[src/rtl/acmp_defs.vh]
`ifndef ACMP_DEFS_VH
`define ACMP_DEFS_VH

// ----------------------------------------
// register map (byte addresses)
// ----------------------------------------
`define ACMP_ADDR_W 12
`define ACMP_CTRL_OFF 12'hf90
`define ACMP_STAT_OFF 12'hf94
`define ACMP_PWR_OFF 12'hf98

// ----------------------------------------
// control register fields
// ----------------------------------------
`define ACMP_CTRL_RESET 8'h14
`define ACMP_POS_SEL_BIT 7
`define ACMP_NEG_SEL_BIT 6
`define ACMP_LVL_HI 5
`define ACMP_LVL4_LO 2
`define ACMP_LVL6_LO 0
`define ACMP_LVL4_MAX 4'h9

// ----------------------------------------
// status and power fields
// ----------------------------------------
`define ACMP_STAT_OUT_BIT 0
`define ACMP_STAT_CHG_BIT 1
`define ACMP_PWR_DOWN_BIT 0
`define ACMP_PWR_RESET 8'h00

// ----------------------------------------
// axi responses
// ----------------------------------------
`define ACMP_RESP_OKAY 2'b00
`define ACMP_RESP_SLVERR 2'b10

`endif
[src/rtl/acmp_control.v]
// Design decision made here: the AXI4-Lite slave port.
`timescale 1ns/100ps
`include "acmp_defs.vh"

module acmp_control #(
	parameter SMALL_PKG = 0
) (
	// clock and reset
	input wire aclk,
	input wire aresetn,
	// axi4-lite write address
	input wire [`ACMP_ADDR_W-1:0] s_axi_awaddr,
	input wire s_axi_awvalid,
	output reg s_axi_awready,
	// axi4-lite write data
	input wire [31:0] s_axi_wdata,
	input wire [3:0] s_axi_wstrb,
	input wire s_axi_wvalid,
	output reg s_axi_wready,
	// axi4-lite write response
	output reg [1:0] s_axi_bresp,
	output reg s_axi_bvalid,
	input wire s_axi_bready,
	// axi4-lite read address
	input wire [`ACMP_ADDR_W-1:0] s_axi_araddr,
	input wire s_axi_arvalid,
	output reg s_axi_arready,
	// axi4-lite read data
	output reg [31:0] s_axi_rdata,
	output reg [1:0] s_axi_rresp,
	output reg s_axi_rvalid,
	input wire s_axi_rready,
	// analog front end: raw comparator decisions
	input wire ana_pos_above,
	input wire ana_neg_above,
	// analog front end controls
	output reg pos_select_temp,
	output reg neg_ref_enable,
	output reg [5:0] ref_level_code,
	output reg comparator_power_down,
	// result
	output reg cmp_irq_source,
	output reg cmp_out_pin
);

	// ----------------------------------------
	// registers
	// ----------------------------------------
	reg [7:0] ctrl_r;
	reg pwr_down_r;
	reg [1:0] pos_sync_r;
	reg [1:0] neg_sync_r;
	reg cmp_state_r;
	reg chg_r;
	reg [`ACMP_ADDR_W-1:0] awaddr_r;
	reg [31:0] wdata_r;
	reg [3:0] wstrb_r;
	reg aw_have_r;
	reg w_have_r;
	reg [7:0] ctrl_nxt;
	reg cmp_nxt;

	wire pos_above_s = pos_sync_r[1];
	wire neg_above_s = neg_sync_r[1];

	// clears the two unused low bits on the large package
	function [7:0] ctrl_mask;
		input [7:0] v;
		begin
			if (SMALL_PKG != 0) begin
				ctrl_mask = v;
			end else begin
				ctrl_mask = {v[7:2], 2'b00};
			end
		end
	endfunction

	function [5:0] level_of;
		input [7:0] v;
		begin
			if (SMALL_PKG != 0) begin
				level_of = v[`ACMP_LVL_HI:`ACMP_LVL6_LO];
			end else begin
				level_of = {2'b00, v[`ACMP_LVL_HI:`ACMP_LVL4_LO]};
			end
		end
	endfunction

	// ----------------------------------------
	// register decode
	// ----------------------------------------
	// exact word match only; the rest of the page answers with an error
	function mapped;
		input [`ACMP_ADDR_W-1:0] a;
		begin
			mapped = (a == `ACMP_CTRL_OFF) || (a == `ACMP_STAT_OFF) || (a == `ACMP_PWR_OFF);
		end
	endfunction

	// unmapped words read as zero so software never sees stale data
	function [31:0] rd_word;
		input [`ACMP_ADDR_W-1:0] a;
		input [7:0] ctrl;
		input chg;
		input res;
		input pwr;
		begin
			case (a)
			`ACMP_CTRL_OFF: begin
				rd_word = {24'h000000, ctrl};
			end
			`ACMP_STAT_OFF: begin
				rd_word = {30'h0, chg, res};
			end
			`ACMP_PWR_OFF: begin
				rd_word = {31'h0, pwr};
			end
			default: begin
				rd_word = 32'h00000000;
			end
			endcase
		end
	endfunction

	// ----------------------------------------
	// comparator output with hysteresis
	// ----------------------------------------
	// analog front end reports lead beyond the hysteresis margin; synced first
	always @(posedge aclk) begin
		if (!aresetn) begin
			pos_sync_r <= 2'b00;
		end else begin
			pos_sync_r <= {pos_sync_r[0], ana_pos_above};
		end
	end

	// each lead is synced alone; a both-high overlap is read as a hold
	always @(posedge aclk) begin
		if (!aresetn) begin
			neg_sync_r <= 2'b00;
		end else begin
			neg_sync_r <= {neg_sync_r[0], ana_neg_above};
		end
	end

	always @* begin
		cmp_nxt = cmp_state_r;
		if (pwr_down_r) begin
			cmp_nxt = 1'b0;
		end else if (pos_above_s && !neg_above_s) begin
			cmp_nxt = 1'b1;
		end else if (neg_above_s && !pos_above_s) begin
			cmp_nxt = 1'b0;
		end
	end

	always @(posedge aclk) begin
		if (!aresetn) begin
			cmp_state_r <= 1'b0;
		end else begin
			cmp_state_r <= cmp_nxt;
		end
	end

	// no masking during settling: glitches reach the irq on purpose
	always @(posedge aclk) begin
		if (!aresetn) begin
			cmp_irq_source <= 1'b0;
		end else begin
			cmp_irq_source <= cmp_nxt;
		end
	end

	// pin copy is its own flop so the pad path can be placed near the pad
	always @(posedge aclk) begin
		if (!aresetn) begin
			cmp_out_pin <= 1'b0;
		end else begin
			cmp_out_pin <= cmp_nxt;
		end
	end

	// ----------------------------------------
	// analog controls
	// ----------------------------------------
	// own level field only; the converter reference is elsewhere
	always @(posedge aclk) begin
		if (!aresetn) begin
			pos_select_temp <= 1'b0;
		end else begin
			pos_select_temp <= ctrl_r[`ACMP_POS_SEL_BIT];
		end
	end

	// reference is dropped while powered down to save its bias current
	always @(posedge aclk) begin
		if (!aresetn) begin
			neg_ref_enable <= 1'b0;
		end else begin
			neg_ref_enable <= ctrl_r[`ACMP_NEG_SEL_BIT] & ~pwr_down_r;
		end
	end

	always @(posedge aclk) begin
		if (!aresetn) begin
			ref_level_code <= level_of(ctrl_mask(`ACMP_CTRL_RESET));
		end else begin
			ref_level_code <= level_of(ctrl_r);
		end
	end

	always @(posedge aclk) begin
		if (!aresetn) begin
			comparator_power_down <= 1'b0;
		end else begin
			comparator_power_down <= pwr_down_r;
		end
	end

	// ----------------------------------------
	// axi4-lite write path
	// ----------------------------------------
	// one write at a time: both channels stay closed until the response is taken
	wire wr_go = aw_have_r && w_have_r && !s_axi_bvalid;
	// writes touch byte lane 0 only; a cleared strobe leaves the register alone
	wire wr_lane0 = wr_go && wstrb_r[0];
	wire wr_ctrl = wr_lane0 && (awaddr_r == `ACMP_CTRL_OFF);
	wire wr_stat = wr_lane0 && (awaddr_r == `ACMP_STAT_OFF);

	always @* begin
		ctrl_nxt = ctrl_r;
		if (wr_ctrl) begin
			ctrl_nxt = ctrl_mask(wdata_r[7:0]);
		end
	end

	always @(posedge aclk) begin
		if (!aresetn) begin
			s_axi_awready <= 1'b1;
			s_axi_wready <= 1'b1;
			s_axi_bvalid <= 1'b0;
			s_axi_bresp <= `ACMP_RESP_OKAY;
			aw_have_r <= 1'b0;
			w_have_r <= 1'b0;
			awaddr_r <= {`ACMP_ADDR_W{1'b0}};
			wdata_r <= 32'h00000000;
			wstrb_r <= 4'h0;
			pwr_down_r <= 1'b0;
		end else begin
			if (s_axi_awvalid && s_axi_awready) begin
				awaddr_r <= s_axi_awaddr;
				aw_have_r <= 1'b1;
				s_axi_awready <= 1'b0;
			end
			if (s_axi_wvalid && s_axi_wready) begin
				wdata_r <= s_axi_wdata;
				wstrb_r <= s_axi_wstrb;
				w_have_r <= 1'b1;
				s_axi_wready <= 1'b0;
			end
			if (wr_go) begin
				aw_have_r <= 1'b0;
				w_have_r <= 1'b0;
				s_axi_bvalid <= 1'b1;
				case (awaddr_r)
				`ACMP_CTRL_OFF, `ACMP_STAT_OFF: begin
					s_axi_bresp <= `ACMP_RESP_OKAY;
				end
				`ACMP_PWR_OFF: begin
					s_axi_bresp <= `ACMP_RESP_OKAY;
					if (wstrb_r[0]) begin
						pwr_down_r <= wdata_r[`ACMP_PWR_DOWN_BIT];
					end
				end
				default: begin
					s_axi_bresp <= `ACMP_RESP_SLVERR;
				end
				endcase
			end
			if (s_axi_bvalid && s_axi_bready) begin
				s_axi_bvalid <= 1'b0;
				s_axi_awready <= 1'b1;
				s_axi_wready <= 1'b1;
			end
		end
	end

	always @(posedge aclk) begin
		if (!aresetn) begin
			ctrl_r <= ctrl_mask(`ACMP_CTRL_RESET);
		end else begin
			ctrl_r <= ctrl_nxt;
		end
	end

	// change flag: set beats write-one-to-clear in the same cycle
	always @(posedge aclk) begin
		if (!aresetn) begin
			chg_r <= 1'b0;
		end else if (cmp_nxt != cmp_state_r) begin
			chg_r <= 1'b1;
		end else if (wr_stat && wdata_r[`ACMP_STAT_CHG_BIT]) begin
			chg_r <= 1'b0;
		end
	end

	// ----------------------------------------
	// axi4-lite read path
	// ----------------------------------------
	always @(posedge aclk) begin
		if (!aresetn) begin
			s_axi_arready <= 1'b1;
			s_axi_rvalid <= 1'b0;
			s_axi_rdata <= 32'h00000000;
			s_axi_rresp <= `ACMP_RESP_OKAY;
		end else begin
			if (s_axi_arvalid && s_axi_arready) begin
				s_axi_arready <= 1'b0;
				s_axi_rvalid <= 1'b1;
				s_axi_rdata <= rd_word(s_axi_araddr, ctrl_r, chg_r, cmp_state_r, pwr_down_r);
				s_axi_rresp <= mapped(s_axi_araddr) ? `ACMP_RESP_OKAY : `ACMP_RESP_SLVERR;
			end
			if (s_axi_rvalid && s_axi_rready) begin
				s_axi_rvalid <= 1'b0;
				s_axi_arready <= 1'b1;
			end
		end
	end

endmodule // acmp_control

[config.mk]
export PLATFORM = sky130hd
export DESIGN_NAME = acmp_control
export DESIGN_NICKNAME = d
export VERILOG_FILES = /design/src/rtl/acmp_control.v
export VERILOG_INCLUDE_DIRS = /design/src /design/src/rtl
export SDC_FILE = /design/constraint.sdc
export NUM_CORES = 1
export LEC_CHECK = 0
export ABC_AREA = 0
export BUFFER_PORTS_ARGS = -buffer_cell sky130_fd_sc_hd__clkbuf_2
export CAP_MARGIN = 20
export CORE_MARGIN = 5
export CORE_UTILIZATION = 48
export DETAILED_ROUTE_END_ITERATION = 10
export GPL_ROUTABILITY_DRIVEN = 0
export PLACE_DENSITY = 0.84
export SLEW_MARGIN = 20
export SYNTH_ARGS = -nofsm -noshare
export SYNTH_HDL_FRONTEND = slang
export SYNTH_SLANG_ARGS = --single-unit
[constraint.sdc]
create_clock -name aclk -period 2.6 [get_ports aclk]
set_input_delay 0 -clock aclk [delete_from_list [all_inputs] [get_ports aclk]]
set_output_delay 0 -clock aclk [all_outputs]
set_load 0.1 [all_outputs]
# After elaboration in Yosys (flattened, before gate mapping)
# Index checks and enable logic that the tools add are counted.
[op_classes]
eq_ne = 7
n_mux = 8
bitwise_logic = 3
n_reduce_logical = 24
[op_table]
columns = ["operator", "n"]
rows = [
  ["$eq 12x12->1 const B", 6],
  ["$pmux 8 s3", 1],
  ["$logic_and 1x1->1", 13],
  ["$reduce_or 2->1", 3],
  ["$mux 1", 5],
  ["$mux 2", 2],
  ["$logic_not 1->1", 3],
  ["$reduce_and 3->1", 1],
  ["$reduce_or 3->1", 1],
  ["$logic_or 1x1->1", 2],
  ["$not 1->1", 2],
  ["$reduce_bool 2->1", 1],
  ["$and 1x1->1", 1],
  ["$ne 1x1->1", 1],
]
[totals]
ff_bits = 86
input_bits = 69
output_inout_bits = 52
wordCells = 66

# Longest topological paths before layout
[logic_depth]
ltp_word = 7
ltp_mapped = 5

# Worst setup path after synthesis
# OpenSTA, ideal clock, no wires.
[synth_timing]
path_type = "register to register"
from = "register s_axi_bvalid"
to = "register ctrl_r[2]"
arrival_time_ns = 2.009
path_slack_ns = 0.470
path_stages_with_launch = 6
n_path_buf = 1
path_cell_list = "dfxtp_1 -> and3b_1 -> nand3_1 -> or4_4 -> buf_6 -> mux2_4"
[synth_via]
elab_chain_len = 4
[synth_lines]
columns = ["item", "line_no", "text"]
rows = [
  ["start, declared", "acmp_control.v:22", "output reg s_axi_bvalid,"],
  ["start signal, assigned", "acmp_control.v:241", "s_axi_bvalid <= 1'b0;"],
  ["start signal, assigned", "acmp_control.v:264", "s_axi_bvalid <= 1'b1;"],
  ["start signal, assigned", "acmp_control.v:281", "s_axi_bvalid <= 1'b0;"],
  ["$logic_not 1->1", "acmp_control.v:224", "wire wr_go = aw_have_r && w_have_r && !s_axi_bvalid;"],
  ["$logic_and 1x1->1", "acmp_control.v:224", ""],
  ["$logic_and 1x1->1", "acmp_control.v:226", "wire wr_lane0 = wr_go && wstrb_r[0];"],
  ["$logic_and 1x1->1", "acmp_control.v:227", "wire wr_ctrl = wr_lane0 && (awaddr_r == `ACMP_CTRL_OFF);"],
  ["end signal, assigned", "acmp_control.v:290", "ctrl_r <= ctrl_mask(`ACMP_CTRL_RESET);"],
  ["end signal, assigned", "acmp_control.v:292", "ctrl_r <= ctrl_nxt;"],
  ["end, declared", "acmp_control.v:49", "reg [7:0] ctrl_r;"],
]
# Every way passes these cells.
# A chain may end at the register's enable or synchronous reset.

# Worst setup path in the final report
# Same ends and word-level chain as after synthesis.

==> out/qor.yml <==
critPathRequiredTime_ns: 2.81
antenna_left: 0
std_cell_rows: 25
clock.fmax_mhz: 556
drt_wl_total_um: 5300
max_slew.worst_pin.slew_ns: 0.653
period_needed_ns: 1.80
maxCapViolCount: 0
wl_per_cell_um: 12.2
ys_types: 39
globalRouteTotalUtil: 0.174
n_antenna_cell: 0
rsz0062_at_grt: "no"
yosys_warnings: 0
grt_pass1_vias: 1965
start_util: 0.494
worstPathArrival_ns: 2.01
antenna_found_initial: 0
leakagePower_nw: 1.47
cts_sinks: 58
num-fill-cells: 399
clk_pin_slew_worst_paths_ns: 0.07
hp-class: "in -> reg"
cts_tree: "built"
grt_max_degree: 32
synthCells: 267
post-place-ws_ns: 0.841
fp.dieH_um: 79.7
skew_ns: 0.00837
drive_above_1_share: 0.244
dr.pass1.iters: 4
core_um2: 4720
seqCellArea_um2: 1160
fin_tns_setup_ns: 0
grt_overflow: 0
grt_pass1_wl_um: 8560
cp-start-kind: "flop"
ios: 121
synth_area_per_cell_um2: 8.74
yosysSeqAreaShare: 0.498
ys_async_sr_fraction: 0
place_area_um2: 2590
ys_ff_latch: 58
via_count: 2022
worst_slack_ns: 0.802
status: "complete, no violations"
vdd.ir_drop.worst_mv: 0.351
clk_latency_ns: 0.32
end_kind: "flop"
layout_common_cells: "65 x nand2_1, 65 x clkbuf_2, 58 x dfxtp_1"
area_delta_synth_final_pct: 33.7
cts_root_buffer: "clkbuf_8"
worstPathMaxFanout: 5
relSlewSlack: 0.564
fin_area_um2: 3120
hold_violations: 0
post-dp-hpwl_um: 3650
dieArea_um2: 6360
final_nets: 433
htree_levels: 3
viasPerCell: 4.64
cts_made_buffers: 9
crit_type: "reg -> reg"
syn-cell-area_um2: 2330
post-route-util: 0.661
p_per_area_nw_per_um2: 724
synth_enable_flop_cells: 0
drv_slew: 0
route.detailed.drc: 0
multiInputGateArea_um2: 973
fp.dieW_um: 79.7
finalSetupViolations: 0
io_buffers: 65
synth_flop_cell: "dfxtp_1"
clock_path_buffers: 2
fin_crit_sh: 0.692
ctsResizeCount: 0
drt_iter0_drc: 141
==> per-layer routing <==
| metal | track usage | share of wire | routed length, um |
|---|---|---|---|
| met5 | 0 | 0 | 0 |
| met4 | 0.103 | 0.039 | 208 |
| met3 | 0.0418 | 0.065 | 347 |
| met2 | 0.290 | 0.49 | 2580 |
| met1 | 0.200 | 0.41 | 2170 |
==> sequential cells by signal, summed over array words and instances, names as in the netlist, 2 cells and up <==
register	count
s_axi_rdata	8
awaddr_r	12
neg_sync_r	2
ctrl_r	6
wdata_r	8
ref_level_code	4
pos_sync_r	2
==> synthesized netlist by cell type, types with 2 or more instances <==
master	count	share of area
nand2_1	65	0.10
dfxtp_1	58	0.50
buf_4	29	0.093
a21oi_1	25	0.054
nor2_1	13	0.021
inv_1	11	0.018
clkbuf_1	8	0.013
and2_1	6	0.016
o21ai_0	6	0.013
mux2i_1	5	0.021
nand2b_1	5	0.013
a22o_1	3	0.011
nand4_1	3	0.0080
and4bb_2	2	0.011
mux2_4	2	0.013
nand3_1	2	0.0043
nor3b_1	2	0.0064
==> per-stage QoR <==
stage                     cells  total power, mW  hold WS (ns)
after global placement      389             1.32         0.209
after CTS                   436             2.26       0.00387
after detailed placement    389             1.33         0.212
final                       436             2.26        0.0133
after global routing        436             2.34        0.0321
after floorplan             294             1.30        0.0946
==> final timing paths <==
| check | startpoint | endpoint | slack (ns) | cells past startpoint |
|---|---|---|---|---|
| setup / recovery | s_axi_bvalid | ctrl_r[2] | 0.80 | 4 |
| hold / removal | s_axi_arvalid | s_axi_arready | 0.01 | 3 |
| setup reg to reg | s_axi_bvalid | ctrl_r[2] | 0.80 | 4 |
| hold reg to reg | pos_sync_r[0] | pos_sync_r[1] | 0.43 | 1 |
==> area by class of cell <==
| type | instances | area share |
|---|---|---|
| sequential | 58 | 0.372 |
| clock buffer | 10 | 0.0441 |
| clock inverter | 6 | 0.0257 |
| inverter | 11 | 0.0132 |
| tap | 67 | 0.0269 |
| timing repair buffer | 97 | 0.206 |
| multi-input combinational | 187 | 0.312 |
==> logic make-up after synthesis <==
group                      synth area share
and+or+nand+nor                       0.233
DFF                                   0.498
buffers and inverters                 0.129
AOI/OAI and AO/OA                    0.0960
muxes                                0.0391
adders and majority gates           0.00429
other                               0.00161
==> critical path, cell delays in order (launching register included) <==
cell     delay, ns
dfxtp_1       0.33
and3b_1       0.32
nand3_1       0.18
or4_4         0.52
mux2_4        0.33
==> report_power, final <==
group | switching [mW] | total (mW) | internal (mW)
sequential | 0.0227 | 0.945 | 0.922
combinational | 0.318 | 0.409 | 0.0904
clock | 0.346 | 0.905 | 0.559
total | 0.687 | 2.26 | 1.57
==> repair_timing <==
action / 4_1_cts / 5_1_grt
hold buffers: 31 / 0
setup buffers: 0 / 0
hold endpoints to repair: 29 / 0
Power figures use the tool's default switching activity.
